===== config.mk =====
export PLATFORM = sky130hd
export DESIGN_NAME = led_string_driver_control
export DESIGN_NICKNAME = d
export VERILOG_FILES = /design/src/include/led_ctrl_pkg.sv /design/src/design/led_string_driver_control.sv
export VERILOG_INCLUDE_DIRS = /design/src /design/src/include
export SDC_FILE = /design/constraint.sdc
export NUM_CORES = 1
export LEC_CHECK = 0
export ABC_AREA = 0
export BUFFER_PORTS_ARGS = -buffer_cell sky130_fd_sc_hd__buf_4
export CAP_MARGIN = 20
export CORE_ASPECT_RATIO = 0.6
export CORE_MARGIN = 4
export CORE_UTILIZATION = 45
export CTS_CLUSTER_SIZE = 14
export DETAILED_ROUTE_END_ITERATION = 10
export PLACE_DENSITY = 0.73
export RECOVER_POWER = 25
export SLEW_MARGIN = 10
export SYNTH_ARGS = -nofsm -noshare
export SYNTH_HDL_FRONTEND = slang
export SYNTH_SLANG_ARGS = --single-unit

===== constraint.sdc =====
create_clock -name core_clk -period 5.4 [get_ports core_clk]
set_input_delay 0 -clock core_clk [delete_from_list [all_inputs] [get_ports core_clk]]
set_output_delay 0 -clock core_clk [all_outputs]
set_load 0.02 [all_outputs]

===== src/include/led_ctrl_defines.svh =====
// Purpose: Named offsets, field positions, reset values and timing counts.
// Assumes: Core clock of 10 MHz.
// Notes:   Included by the design only; the control package does not include it.
`ifndef LED_CTRL_DEFINES_SVH
`define LED_CTRL_DEFINES_SVH

`define CLK_PERIOD_NS      100
`define PWM_MIN_PULSE_NS   750
// Least pulse time, rounded up to whole core cycles.
`define PWM_MIN_CYC \
  ((`PWM_MIN_PULSE_NS + `CLK_PERIOD_NS - 1) / `CLK_PERIOD_NS)
`define PWM_WINDOW_BITS    8
`define DUTY_FULL          9'h100

`define TEMP_SHUT_C        8'd140
`define TEMP_RESUME_C      8'd125

`define BOOST_FREQ_BIT     0
`define BOOST_OVP_LO       1
`define BOOST_OVP_HI       2
`define BOOST_AUTO_BIT     3
`define PWM_EN_A_BIT       0
`define PWM_EN_B_BIT       1
`define PWM_POL_LOW_BIT    2
`define PWM_ZD_OFF_BIT     3
`define BRIGHT_LO_BITS     3

`define SINK_MAP_RST       3'h0
`define FB_EN_RST          3'h7
`define BOOST_RST          4'h2
`define PWM_CFG_RST        4'h0
`define FS_RST             5'h13
`define BRIGHT_RST         11'h000
`define AUTO_THR_RST       8'h00

`endif


===== src/include/led_ctrl_pkg.sv =====
// Purpose: Types shared by the LED string control logic.
// Assumes: Constants come from the defines header.
// Notes:   Register selects are symbolic; the host picks one per write.
`default_nettype none
package led_ctrl_pkg;

  typedef enum logic [3:0] {
    SEL_SINK_MAP,
    SEL_FB_EN,
    SEL_BOOST,
    SEL_PWM_CFG,
    SEL_FS_A,
    SEL_FS_B,
    SEL_BRIGHT_A_LO,
    SEL_BRIGHT_A_HI,
    SEL_BRIGHT_B_LO,
    SEL_BRIGHT_B_HI,
    SEL_AUTO_THR
  } cfg_sel_e;

  typedef struct packed {
    logic [4:0]  full_scale;
    logic [10:0] level;
  } bank_drive_s;

endpackage
`default_nettype wire


===== src/design/led_string_driver_control.sv =====
// Purpose: Control logic of a three-string LED driver: enable, bank
//          mapping, PWM duty scaling, zero detection, boost settings.
// Assumes: All inputs synchronous to core_clk; the host write port is
//          the output of the serial target logic.
// Notes:   Each tag below marks the logic that carries that rule.
// Notes on behaviour
// RULE1: Enable pin low shuts down, restores defaults.
// RULE2: Host waits 20 us after enable rises.
// RULE3: Host keeps serial lines free of glitches.
// RULE4: PWM assignable to either bank, scales current.
// RULE5: PWM disabled means duty factor exactly one.
// RULE6: After near-zero, pulses under 0.75 us ignored.
// RULE7: Off at 140 C, back on at 125 C.
// RULE8: Each bank: 5-bit full scale, 11-bit brightness.
// RULE9: Each sink routed to bank A or B.
// RULE10: Feedback enables [2:0] reset high, join loop.
// RULE11: Cleared feedback bit removes sink from loop.
// RULE12: Short fault only for feedback-enabled sinks.
// RULE13: Bit 0 picks 500 kHz or 1 MHz.
// RULE14: Two-bit field picks overvoltage threshold.
// RULE15: Bit 3 auto frequency via threshold compare.
// RULE16: Brightness applies only on high byte write.
// RULE17: Writes accepted only while enabled, out of reset.
`include "led_ctrl_defines.svh"
`default_nettype none
module led_string_driver_control
  import led_ctrl_pkg::*;
(
  input  wire logic        core_clk,
  input  wire logic        reset_n,
  input  wire logic        clk_en,
  input  wire logic        hardware_enable_pin,
  input  wire logic        pwm_in,
  input  wire logic [7:0]  die_temp_c,
  input  wire logic [2:0]  string_short,
  input  wire logic        cfg_wr,
  input  wire cfg_sel_e    cfg_sel,
  input  wire logic [7:0]  cfg_data,
  output logic             shutdown_reg,
  output logic             boost_on_reg,
  output logic [2:0]       sink_on_reg,
  output logic [2:0]       sink_bank_reg,
  output logic [2:0]       feedback_sel_reg,
  output logic [2:0]       short_fault_reg,
  output logic             freq_1mhz_reg,
  output logic [1:0]       overvoltage_guard_reg,
  output var bank_drive_s  bank_a_reg,
  output var bank_drive_s  bank_b_reg
);

  logic [2:0]  fb_en_reg;
  logic [3:0]  boost_cfg_reg;
  logic [3:0]  pwm_cfg_reg;
  logic [4:0]  fs_a_reg;
  logic [4:0]  fs_b_reg;
  logic [10:0] bright_a_reg;
  logic [10:0] bright_b_reg;
  logic [2:0]  lo_a_reg;
  logic [2:0]  lo_b_reg;
  logic [7:0]  auto_thr_reg;
  logic        hot_reg;
  logic        wr_ok;
  logic        pwm_lvl;
  logic        zd_on;
  logic [`PWM_WINDOW_BITS-1:0] win_cnt_reg;
  logic [8:0]  acc_reg;
  logic [8:0]  acc_next;
  logic [8:0]  duty_reg;
  logic [3:0]  run_reg;
  logic        near_zero_reg;
  logic        auto_fast;

  // Duty of 256/256 leaves the code untouched, so full duty is exact.
  function automatic logic [10:0] scale(input logic [10:0] code,
                                        input logic [8:0]  duty,
                                        input logic        pwm_en);
    logic [19:0] prod;
    prod = code * duty;
    scale = pwm_en ? prod[18:8] : code; // [RULE4] [RULE5]
  endfunction

  assign wr_ok = cfg_wr && hardware_enable_pin; // [RULE17]
  assign pwm_lvl = pwm_in ^ pwm_cfg_reg[`PWM_POL_LOW_BIT];
  assign zd_on = !pwm_cfg_reg[`PWM_ZD_OFF_BIT];
  assign auto_fast = (bright_a_reg[10:3] > auto_thr_reg) ||
                     (bright_b_reg[10:3] > auto_thr_reg); // [RULE15]

  // Configuration store; the enable pin acts as a synchronous clear.
  always_ff @(posedge core_clk or negedge reset_n) begin
    if (!reset_n) begin
      sink_bank_reg         <= `SINK_MAP_RST;
      fb_en_reg             <= `FB_EN_RST;
      boost_cfg_reg         <= `BOOST_RST;
      pwm_cfg_reg           <= `PWM_CFG_RST;
      fs_a_reg              <= `FS_RST;
      fs_b_reg              <= `FS_RST;
      lo_a_reg              <= 3'h0;
      lo_b_reg              <= 3'h0;
      bright_a_reg          <= `BRIGHT_RST;
      bright_b_reg          <= `BRIGHT_RST;
      auto_thr_reg          <= `AUTO_THR_RST;
    end else if (clk_en) begin
      if (!hardware_enable_pin) begin // [RULE1]
        sink_bank_reg         <= `SINK_MAP_RST;
        fb_en_reg             <= `FB_EN_RST; // [RULE10]
        boost_cfg_reg         <= `BOOST_RST;
        pwm_cfg_reg           <= `PWM_CFG_RST;
        fs_a_reg              <= `FS_RST;
        fs_b_reg              <= `FS_RST;
        lo_a_reg              <= 3'h0;
        lo_b_reg              <= 3'h0;
        bright_a_reg          <= `BRIGHT_RST;
        bright_b_reg          <= `BRIGHT_RST;
        auto_thr_reg          <= `AUTO_THR_RST;
      end else if (wr_ok) begin
        case (cfg_sel)
          SEL_SINK_MAP:    sink_bank_reg <= cfg_data[2:0]; // [RULE9]
          SEL_FB_EN:       fb_en_reg <= cfg_data[2:0]; // [RULE11]
          SEL_BOOST:       boost_cfg_reg <= cfg_data[3:0];
          SEL_PWM_CFG:     pwm_cfg_reg <= cfg_data[3:0];
          SEL_FS_A:        fs_a_reg <= cfg_data[4:0]; // [RULE8]
          SEL_FS_B:        fs_b_reg <= cfg_data[4:0];
          SEL_BRIGHT_A_LO: lo_a_reg <= cfg_data[`BRIGHT_LO_BITS-1:0];
          SEL_BRIGHT_A_HI: bright_a_reg <= {cfg_data, lo_a_reg}; // [RULE16]
          SEL_BRIGHT_B_LO: lo_b_reg <= cfg_data[`BRIGHT_LO_BITS-1:0];
          SEL_BRIGHT_B_HI: bright_b_reg <= {cfg_data, lo_b_reg}; // [RULE16]
          SEL_AUTO_THR:    auto_thr_reg <= cfg_data;
          default:         auto_thr_reg <= auto_thr_reg;
        endcase
      end
    end
  end

  // Thermal hysteresis between the shutdown and resume temperatures.
  always_ff @(posedge core_clk or negedge reset_n) begin
    if (!reset_n) begin
      hot_reg <= 1'b0;
    end else if (clk_en) begin
      if (die_temp_c >= `TEMP_SHUT_C) begin
        hot_reg <= 1'b1; // [RULE7]
      end else if (die_temp_c <= `TEMP_RESUME_C) begin
        hot_reg <= 1'b0; // [RULE7]
      end
    end
  end

  // Duty is measured over a fixed window of 256 core cycles. With zero
  // detection armed and the previous window at zero duty, a pulse earns credit only once it has lasted the
  // minimum width, so short glitches near zero cannot lift the current.
  always_comb begin
    acc_next = acc_reg;
    if (pwm_lvl) begin
      if (!(zd_on && near_zero_reg)) begin
        acc_next = acc_reg + 9'h1;
      end else if ({28'h0, run_reg} == `PWM_MIN_CYC - 1) begin
        acc_next = acc_reg + 9'(`PWM_MIN_CYC); // [RULE6]
      end else if ({28'h0, run_reg} >= `PWM_MIN_CYC) begin
        acc_next = acc_reg + 9'h1;
      end
    end
  end

  always_ff @(posedge core_clk or negedge reset_n) begin
    if (!reset_n) begin
      win_cnt_reg   <= '0;
      acc_reg       <= 9'h0;
      duty_reg      <= `DUTY_FULL;
      run_reg       <= 4'h0;
      near_zero_reg <= 1'b0;
    end else if (clk_en) begin
      win_cnt_reg <= win_cnt_reg + 1'b1;
      run_reg <= !pwm_lvl ? 4'h0 : (&run_reg ? run_reg : run_reg + 4'h1);
      if (&win_cnt_reg) begin
        acc_reg       <= 9'h0;
        // A pulse that began in the previous window can push the credit
        // past full scale; clamp it so the scaled level cannot wrap.
        duty_reg      <= (acc_next > `DUTY_FULL) ? `DUTY_FULL : acc_next;
        near_zero_reg <= zd_on && (acc_next == 9'h0); // [RULE6]
      end else begin
        acc_reg <= acc_next;
      end
    end
  end

  // Outputs toward the analog side.
  always_ff @(posedge core_clk or negedge reset_n) begin
    if (!reset_n) begin
      shutdown_reg          <= 1'b1;
      boost_on_reg          <= 1'b0;
      sink_on_reg           <= 3'h0;
      feedback_sel_reg      <= 3'h0;
      short_fault_reg       <= 3'h0;
      freq_1mhz_reg         <= 1'b0;
      overvoltage_guard_reg <= 2'h0;
      bank_a_reg            <= '0;
      bank_b_reg            <= '0;
    end else if (clk_en) begin
      shutdown_reg     <= !hardware_enable_pin; // [RULE1]
      boost_on_reg     <= hardware_enable_pin && !hot_reg; // [RULE7]
      sink_on_reg      <= {3{hardware_enable_pin && !hot_reg}};
      feedback_sel_reg <= fb_en_reg; // [RULE10] [RULE11]
      short_fault_reg  <= string_short & fb_en_reg; // [RULE12]
      freq_1mhz_reg    <= boost_cfg_reg[`BOOST_AUTO_BIT] ? auto_fast :
                          boost_cfg_reg[`BOOST_FREQ_BIT]; // [RULE13]
      overvoltage_guard_reg <=
        boost_cfg_reg[`BOOST_OVP_HI:`BOOST_OVP_LO]; // [RULE14]
      bank_a_reg <= '{full_scale: fs_a_reg,
                      level: scale(bright_a_reg, duty_reg,
                                   pwm_cfg_reg[`PWM_EN_A_BIT])};
      bank_b_reg <= '{full_scale: fs_b_reg,
                      level: scale(bright_b_reg, duty_reg,
                                   pwm_cfg_reg[`PWM_EN_B_BIT])};
    end
  end

  a_enable_low_default: assert property (@(posedge core_clk) // [RULE1]
    disable iff (!reset_n) clk_en && !hardware_enable_pin |=>
      fb_en_reg == `FB_EN_RST && bright_a_reg == `BRIGHT_RST)
    else $error("enable low did not restore defaults");
  a_thermal_off: assert property (@(posedge core_clk) // [RULE7]
    disable iff (!reset_n) clk_en && die_temp_c >= `TEMP_SHUT_C ##1
      clk_en |=> !boost_on_reg && sink_on_reg == 3'h0)
    else $error("outputs not off while over temperature");
  a_thermal_hold: assert property (@(posedge core_clk) // [RULE7]
    disable iff (!reset_n) hot_reg && clk_en &&
      die_temp_c > `TEMP_RESUME_C |=> hot_reg)
    else $error("thermal latch released too early");
  a_fault_gated: assert property (@(posedge core_clk) // [RULE12]
    disable iff (!reset_n) (short_fault_reg & ~fb_en_reg) == 3'h0 ||
      $changed(fb_en_reg))
    else $error("fault raised for sink outside feedback");
  a_hi_byte_apply: assert property (@(posedge core_clk) // [RULE16]
    disable iff (!reset_n) wr_ok && clk_en &&
      cfg_sel == SEL_BRIGHT_A_HI |=> bright_a_reg[10:3] == $past(cfg_data))
    else $error("high byte write not applied");
  a_lo_byte_hold: assert property (@(posedge core_clk) // [RULE16]
    disable iff (!reset_n) wr_ok && clk_en && hardware_enable_pin &&
      cfg_sel == SEL_BRIGHT_A_LO |=> $stable(bright_a_reg))
    else $error("low byte write changed brightness");
  a_pwm_off_unity: assert property (@(posedge core_clk) // [RULE5]
    disable iff (!reset_n) clk_en && !pwm_cfg_reg[`PWM_EN_A_BIT] |=>
      bank_a_reg.level == $past(bright_a_reg))
    else $error("bank current scaled with PWM off");
  a_freq_manual: assert property (@(posedge core_clk) // [RULE13]
    disable iff (!reset_n) clk_en && !boost_cfg_reg[`BOOST_AUTO_BIT] |=>
      freq_1mhz_reg == $past(boost_cfg_reg[`BOOST_FREQ_BIT]))
    else $error("manual frequency select ignored");
  a_write_gate: assert property (@(posedge core_clk) // [RULE17]
    disable iff (!reset_n) clk_en && !hardware_enable_pin ##1
      clk_en && !hardware_enable_pin |-> fb_en_reg == `FB_EN_RST)
    else $error("write accepted while disabled");

endmodule
`default_nettype wire


## Yosys cells after proc, flatten, opt, wreduce, memory -nomap -nowiden

Cells that the tools add are included.

- Bits in writable memories: 0
- Memory bits (read-only): 0
- Output and inout port bits: 49
- Register bits after elaboration: 136
- Memories: 0
- Latch bits: 0

- Multiplexer cells: 46
- Shift operators: 0
- Bitwise operators: 2
- Reduce and logical (&&, ||, !) cells: 27
- Div/mod/pow operators: 0
- $add $sub $neg: 4
- Eq/ne operators: 24
- $lt $le $gt $ge: 6
- $mul: 2

Operator list:

| cell | number |
|---|---|
| two-way mux 11 bit | 8 |
| two-way mux 9 bit | 6 |
| multiplier 11 x 9 -> 19 bit | 2 |
| two-way mux 3 bit | 12 |
| AND reduction 3 bit | 11 |
| two-way mux 4 bit | 8 |
| two-way mux 5 bit | 6 |
| two-way mux 8 bit | 3 |
| != test 2 x 1 -> 1 bit (second input constant) | 12 |
| == test 4 x 3 -> 1 bit (second input constant) | 5 |
| greater-than comparator 8 bit | 2 |
| == test 4 bit (second input constant) | 3 |
| adder 9 x 1 -> 9 bit (second input constant) | 1 |
| adder 9 x 4 -> 9 bit (second input constant) | 1 |
| greater-than comparator 9 bit (second input constant) | 1 |
| zero test 9 bit | 1 |
| AND reduction 9 bit | 1 |
| adder 8 x 1 -> 8 bit (second input constant) | 1 |
| == test 4 x 2 -> 1 bit (second input constant) | 2 |
| >= comparator 8 bit (second input constant) | 1 |
| <= comparator 8 x 7 -> 1 bit (second input constant) | 1 |
| AND reduction 8 bit | 1 |
| adder 4 x 1 -> 4 bit (second input constant) | 1 |
| == test 4 x 1 -> 1 bit (second input constant) | 1 |
| other kinds (12) | 20 |

## Depth between registers and ports, before layout

Gate-level depths: netlist of the first run.

- Depth after elaboration: 7
- Gate-level depth with buffers: 18
- Depth with buffers taken out: 16

## Worst setup path before layout of the first run

OpenSTA, ideal clock, no wires.

- Path kind: flip-flop to flip-flop
- Start point: register duty_reg[8]
- End point: register bank_a_reg[10] (netlist name)
- Period minus slack after synthesis: 4,854 ps
- Cell stages (with the launch flop): 16
- Arrival: 4,717 ps
- Path buffers: 1
- Slack: 546 ps
- Library setup time: 136 ps
- Cell sequence: dfstp_2 clkbuf_1 and2_1 fa_1 fa_1 fa_1 inv_1 fa_1 inv_1 ha_1 a21o_1 or3_1 a21oi_1 nor4_1 o21a_1 or3b_2

- Word-level cells in the longest chain between the ends: 2

Ends and longest elaborated chain:

| item | RTL line | RTL |
|---|---|---|
| start, declared | led_string_driver_control.sv:68 | `logic [8:0] duty_reg;` |
| start signal, assigned | led_string_driver_control.sv:167 | `` duty_reg <= `DUTY_FULL; `` |
| start signal, assigned | led_string_driver_control.sv:177 | `` duty_reg <= (acc_next > `DUTY_FULL) ? `DUTY_FULL : acc_next; `` |
| multiplier 11 x 9 -> 19 bit | led_string_driver_control.sv:78 | `prod = code * duty;` |
| two-way mux 11 bit | led_string_driver_control.sv:79 | `scale = pwm_en ? prod[18:8] : code;` |
| end signal, assigned | led_string_driver_control.sv:207 | `bank_a_reg <= '{full_scale: fs_a_reg,` |
| end, declared | led_string_driver_control.sv:47 | `output var bank_drive_s bank_a_reg,` |

Every way passes these cells.
A chain may end at the register's enable or synchronous reset.

## Worst setup path after layout of the first run

- Start point: register duty_reg[7]
- End point: register bank_a_reg[10] (netlist name)

Same word-level chain as after synthesis.

==> results.json, run 1 <==
{
  "use_met2_pct": 31.3,
  "post-route-util_pct": 52.3,
  "die_x_um": 224,
  "grt_pass1_vias": 10100,
  "min_from": "pwm_in",
  "crit_top_cell": "fa_1",
  "yosysWarnings": 0,
  "slew_headroom_pct": -163,
  "ir_worst_vdd_uv": 210,
  "path_buf_inv": 2,
  "multi_input_area_sq_um": 8200,
  "synth_edf_count": 0,
  "crit_family": "adder cells",
  "htree_levels": 4,
  "final_area_sq_um": 14400,
  "gp_congestion": 0.884,
  "antenna_left": 0,
  "clock_latency_ns": 0.44,
  "synth_top_cell_area_share_pct": 24.4,
  "synth-seq-area-share_pct": 26.9,
  "finalHoldViolCount": 0,
  "dieHeight_um": 138,
  "nets": 1677,
  "status": "complete, but fails checks",
  "cpPeakStageDelay_ns": 0.64,
  "synth_top_flop_cell": "dfrtp_1",
  "grtUsageTotal_pct": 21.4,
  "drc": 0,
  "finalCritPeriodShare_pct": 96.8,
  "critPathLaunchType": "register",
  "cts_tree": "yes",
  "crit_chain": "and2_1 -> fa_1 -> fa_1 -> fa_1 -> inv_1 -> fa_1 -> inv_1 -> ha_1 -> a21o_1 -> or3_1 -> a21oi_1 -> nor4_1 -> o21a_1 -> or3b_2",
  "grt-ovfl-total": 0,
  "drt_iter0_markers": 1117,
  "violations": "max-capacitance violations, max-slew violations",
  "yosys-top-cells-area": "dfrtp_1 (24%), fa_1 (20%), ha_1 (8.8%), and2_1 (5.7%), inv_1 (5.7%)",
  "core_sq_um": 27600,
  "cts_made_buffers": 17,
  "wl_per_cell_um": 17.8,
  "port-buffer-count": 76,
  "whs_ns": 0.0231,
  "crit_fanout": 12,
  "cp_slowest_cell": "dfrtp_1",
  "drv_cap": 1,
  "tightest_slew_ns": 3.94,
  "hpwl_um": 24100,
  "cts_setup_buffers": 0,
  "seq_area_sq_um": 3390,
  "grt_first_pass_wirelength_um": 52900,
  "netlist_area_sq_um": 12600,
  "p_per_area_nw_per_um2": 222,
  "drive_gt1_share_pct": 14.0,
  "dieArea_sq_um": 30800,
  "period_needed_ns": 5.23,
  "power_leakage_nw": 7.26,
  "setup_viol": 0,
  "num_antenna_cells": 0,
  "syn-num-nets": 1604,
  "root_buffer": "clkbuf_16",
  "avgSynthCellArea_sq_um": 9.25,
  "antenna_found_initial": 0,
  "grt.busiest_layer": "met1",
  "critPathCaptureType": "register",
  "synth_cell_types": 65,
  "wirelength_um": 32300,
  "crit_arrival_ns": 5.53,
  "clk_pin_slew_worst_paths_ns": 0.06,
  "vias": 10100,
  "skew_ns": 0.0152,
  "rr_startpoint": "duty_reg[7]$_DFFE_PN0P_",
  "drt-pass1-iter-count": 5,
  "floorplan.rows": 47,
  "gr-usage-met3_pct": 4.05,
  "hp-class": "input port to register",
  "synth_top_cell_by_area": "dfrtp_1",
  "synthArstFlopShare_pct": 100,
  "worst-setup-path-type": "register to register",
  "placed_area_sq_um": 13600,
  "ios": 78,
  "stdcell_count": 1815,
  "cp.required_ns": 5.70,
  "ys_ff_latch": 135,
  "grt_start_max_net_pins": 74,
  "dp.cells": 1763,
  "syn_to_final_growth_pct": 14.5,
  "clock_sinks": 135,
  "slew_violations": 74,
  "grt_use_met1_pct": 32.9,
  "final.setup.tns_ns": 0,
  "clockBufferDepth": 2,
  "initial_utilization_pct": 45.7,
  "fmax_mhz": 191,
  "fillers": 2426,
  "synth_cells": 1362,
  "crit_start": "duty_reg[7]$_DFFE_PN0P_",
  "vias_per_cell": 5.56
}
[where the power goes]
part | internal (W) | leakage (nW) | switching [W]
Combinational | 0.000295 | 5.23 | 0.000349
Clock | 0.000777 | 0.299 | 0.000464
Sequential | 0.00117 | 1.73 | 0.000157
Total | 0.00224 | 7.26 | 0.000970
[per-layer routing]
layer | up-vias | routed length, um
met5 | - | 0
met4 | 0 | 439
met3 | 43 | 2250
met2 | 374 | 13800
met1 | 5042 | 15800
li1 | 4630 | -
[worst register-to-register path, cell delays in order, from the launching register on]
cell	delay, ns
dfrtp_1	0.64
and2_1	0.23
fa_1	0.44
fa_1	0.52
fa_1	0.58
inv_1	0.07
fa_1	0.53
inv_1	0.05
ha_1	0.38
a21o_1	0.27
or3_1	0.34
a21oi_1	0.30
nor4_1	0.11
o21a_1	0.19
or3b_2	0.46
[through the flow]
stage               worst slack [ns]  total power, W
finish                         0.174         0.00321
global route                 -0.0122         0.00334
CTS                            0.207         0.00321
detailed placement             0.236         0.00196
global placement               0.320         0.00193
floorplan                      0.546         0.00170
[what timing repair did]
action                                  4_1_cts  5_1_grt
resized for setup                             0        3
endpoints found under the setup margin        0        7
hold endpoints to repair                    105        0
hold buffers                                 19        0
[layout make-up]
class | instances | area share (%)
Clock buffer | 22 | 3.36
Clock inverter | 10 | 0.971
Multi-Input combinational cell | 956 | 56.9
Sequential cell | 135 | 23.5
Inverter | 191 | 4.97
Tap cell | 367 | 3.18
Timing Repair Buffer | 134 | 7.15
[Yosys cell counts (all sizes together), types with 5 or more instances]
cell type and n:
o21a 8, dfrtp 123, and3 5, mux2i 16
a21o 18, nand2 158, a21oi 39, o21ai 83
o31ai 11, dfstp 12, nor3 10, nor2b 8
clkbuf 72, nand4 13, buf 8, and2 114
o22ai 5, xor2 8, xnor2 25, or3 5
nor4 6, ha 89, fa 124, inv 190
nand2b 8, nor2 41, a31oi 12, o21bai 6
mux2 39, a22o 33, nand3 16
[cells by family (layout without fill, tap and decap cells)]
| group | count (synthesis) | after routing | synth area share [%] |
|---|---|---|---|
| flip-flops | 135 | 135 | 26.9 |
| buffers and inverters | 271 | 357 | 8.16 |
| multiplexers | 55 | 55 | 4.79 |
| XOR/XNOR | 33 | 33 | 2.29 |
| adder cells (fa/ha/maj) | 213 | 213 | 28.5 |
| AND/OR/NAND/NOR | 405 | 405 | 16.3 |
| AO/OA/AOI/OAI | 250 | 250 | 13.0 |
[cell usage in the layout, fill, tap and decap left out, types with 4 or more instances in the layout]
cell type and count:
xor2_1 8, and3_1 5, nand3_1 16, nand4b_1 4
nand2_1 158, mux2i_1 16, o21bai_1 6, dfstp_2 12
and2_1 114, a21oi_1 39, a31oi_1 11, clkbuf_8 4
nor3_1 10, nand2b_1 8, nor4_1 6, or3_1 5
o22ai_1 5, nor2b_1 8, fa_1 124, a22o_1 33
dlygate4sd3_1 19, o31ai_1 11, xnor2_1 25, mux2_2 38
buf_4 108, a21o_1 18, nand4_1 13, o21ai_0 82
clkbuf_16 17, o21a_1 8, clkbuf_1 7, o211ai_1 4
a2111oi_0 4, nor2_1 41, ha_1 89, dfrtp_1 123
inv_1 190
[worst paths after layout]
path / slack [ns] / cells after the start / end
setup / recovery: 0.17 / 14 / bank_a_reg[10]$_DFFE_PN0P_
hold / removal: 0.02 / 4 / run_reg[3]$_DFFE_PN0P_
setup reg to reg: 0.17 / 14 / bank_a_reg[10]$_DFFE_PN0P_
hold reg to reg: 0.46 / 1 / win_cnt_reg[5]$_DFFE_PN0P_
max in group asynchronous: 1.48 / 3 / bank_a_reg[10]$_DFFE_PN0P_
min in group asynchronous: 1.47 / 2 / bank_b_reg[0]$_DFFE_PN0P_
Note: power is estimated with default switching activity, not from simulation.
==> run 2: changes to the inputs <==
- CELL_PAD_IN_SITES_DETAIL_PLACEMENT: not set -> 1
- CELL_PAD_IN_SITES_GLOBAL_PLACEMENT: not set -> 2
- CORE_UTILIZATION: 45 -> 40
- PLACE_DENSITY: 0.73 -> 0.93
==> run 2 against run 1 <==
  * The run still ends with max-capacitance violations, max-slew violations left
  * Clock skew is 0.0012 ns lower
  * Die area grew 12%
  * Via count is 0.28% higher
  * Cell area barely moved
  * Global-route usage increased by 0.66 points
  * Final cell count is 2.6% higher
  * Sequential power about the same
  * Critical path depth is 1 higher
  * Worst setup slack better by 0.0017 ns
  * Routed wire length is 16% higher
  * Fmax is essentially flat
  * Flip-flop and latch count stayed put
  * Largest power group unchanged
==> results.json, run 2 (synthesis gave the netlist of run 1 again) <==
{
  "skew_ns": 0.0140,
  "gp_congestion": 0.872,
  "hp-class": "input port to register",
  "final_cell_mix": "inv_1 (190), nand2_1 (158), fa_1 (124)",
  "grt_pass1_vias": 11000,
  "wl_per_cell_um": 20.1,
  "violations": "max-capacitance violations, max-slew violations",
  "finalHoldViolCount": 0,
  "drt_iter0_markers": 788,
  "grt_start_max_net_pins": 76,
  "finalCritPeriodShare_pct": 96.8,
  "floorplan.rows": 50,
  "drive_gt1_share_pct": 13.7,
  "power_leakage_nw": 7.21,
  "initial_utilization_pct": 40.5,
  "crit_end": "bank_b_reg[10]$_DFFE_PN0P_",
  "ios": 78,
  "antenna_left": 0,
  "fmax_mhz": 191,
  "critPathCaptureType": "register",
  "rr_startpoint": "duty_reg[5]$_DFFE_PN0P_",
  "vias": 10100,
  "cp.required_ns": 5.70,
  "dieArea_sq_um": 34500,
  "port-buffer-count": 76,
  "cts_tree": "yes",
  "syn_to_final_growth_pct": 14.5,
  "die_x_um": 237,
  "nets": 1674,
  "grt.busiest_layer": "met1",
  "grt_first_pass_wirelength_um": 61500,
  "rsz0062_at_grt": "false",
  "wirelength_um": 37400,
  "hpwl_um": 28500,
  "vias_per_cell": 5.43,
  "dieHeight_um": 145,
  "grt_use_met1_pct": 33.1,
  "final_common_cell": "inv_1",
  "tightest_slew_ns": 3.31,
  "reg2reg_to": "bank_b_reg[10]$_DFFE_PN0P_",
  "grtUsageTotal_pct": 22.0,
  "final.setup.tns_ns": 0,
  "clk_pin_slew_worst_paths_ns": 0.06,
  "core_sq_um": 31100,
  "worst-setup-path-type": "register to register",
  "clockBufferDepth": 2,
  "gr-usage-met3_pct": 4.68,
  "htree_levels": 4,
  "drt-pass1-iter-count": 5,
  "use_met2_pct": 32.9,
  "slew_headroom_pct": -121,
  "critPathLaunchType": "register",
  "ir_worst_vdd_uv": 209,
  "p_total_w": 0.00321,
  "regToRegSetupSlack_ns": 0.18,
  "crit_fanout": 13,
  "root_buffer": "clkbuf_16",
  "drc": 0,
  "p_per_area_nw_per_um2": 222,
  "drv_cap": 1,
  "cts_made_buffers": 17,
  "r2r_cells": 15,
  "crit_start": "duty_reg[5]$_DFFE_PN0P_",
  "crit_arrival_ns": 5.53,
  "status": "complete, but fails checks",
  "slew_violations": 62,
  "period_needed_ns": 5.22,
  "clock_latency_ns": 0.44,
  "antenna_found_initial": 1,
  "clock_sinks": 135,
  "setup_viol": 0,
  "grt-ovfl-total": 0
}
## run 2: metal layers
| metal | wire (um) | vias up | part of all wire, % |
|---|---|---|---|
| met5 | 0 | - | 0 |
| met3 | 1930 | 43 | 5.1 |
| met2 | 16500 | 235 | 44 |
| li1 | - | 4616 | - |
| met4 | 554 | 0 | 1.5 |
| met1 | 18500 | 5223 | 49 |
## run 2: metrics by stage
step           hold WS, ns  cell area [sq um]  util [%]  cells  worst slack [ns]
6_report             0.100              14400      46.4   1862             0.175
5_1_grt              0.124              14400      46.4   1862            0.0264
4_1_cts             0.0856              14400      46.4   1860             0.119
3_5_place_dp       0.00803              13700      44.0   1813             0.208
3_3_place_gp       0.00673              13700      44.0   1813             0.299
2_1_floorplan       -0.296              12600         -   1362             0.546
## run 2: how the worst min path moves through the flow
stage / startpoint / cells past startpoint / end
detailed placement: reset_n / 1 / bank_b_reg[1]$_DFFE_PN0P_
floorplan: reset_n / 0 / acc_reg[0]$_DFFE_PN0P_
CTS: hardware_enable_pin / 3 / bright_a_reg[6]$_DFFE_PN0P_
global placement: reset_n / 1 / bank_b_reg[1]$_DFFE_PN0P_
global route: hardware_enable_pin / 2 / fs_a_reg[1]$_DFFE_PN1P_
finish: hardware_enable_pin / 3 / auto_thr_reg[7]$_DFFE_PN0P_
## run 2: worst max-delay path, stage by stage (launching register included)
cell,delay [ns]
dfrtp_1,0.58
buf_4,0.29
and2_1,0.17
fa_1,0.56
fa_1,0.44
fa_1,0.54
inv_1,0.05
fa_1,0.54
inv_1,0.06
ha_1,0.33
a21o_1,0.23
or3_1,0.32
a21oi_1,0.29
nor4_1,0.12
o21a_1,0.19
or3_1,0.37
## run 2: layout make-up
| type | instances | area (sq um) |
|---|---|---|
| Sequential cell | 135 | 3390 |
| Tap cell | 416 | 520 |
| Clock buffer | 21 | 460 |
| Inverter | 191 | 717 |
| Fill cell | 3594 | 16700 |
| Multi-Input combinational cell | 956 | 8190 |
| Timing Repair Buffer | 131 | 995 |
| Antenna cell | 1 | 2.50 |
| Clock inverter | 11 | 148 |
## run 2: repair_timing
action / in CTS / in global routing
resized for setup: 0 / 2
hold buffers: 15 / 0
hold endpoints to repair: 93 / 0
buffers inserted: 0 / 0
endpoints found under the setup margin: 0 / 4
## run 2: power breakdown
part           leakage (nW)  switching (W)  internal (W)  total, W
logic                  5.20       0.000373      0.000293  0.000666
clock network         0.286       0.000474      0.000752   0.00123
registers              1.72       0.000153       0.00116   0.00132
total                  7.21        0.00100       0.00221   0.00321
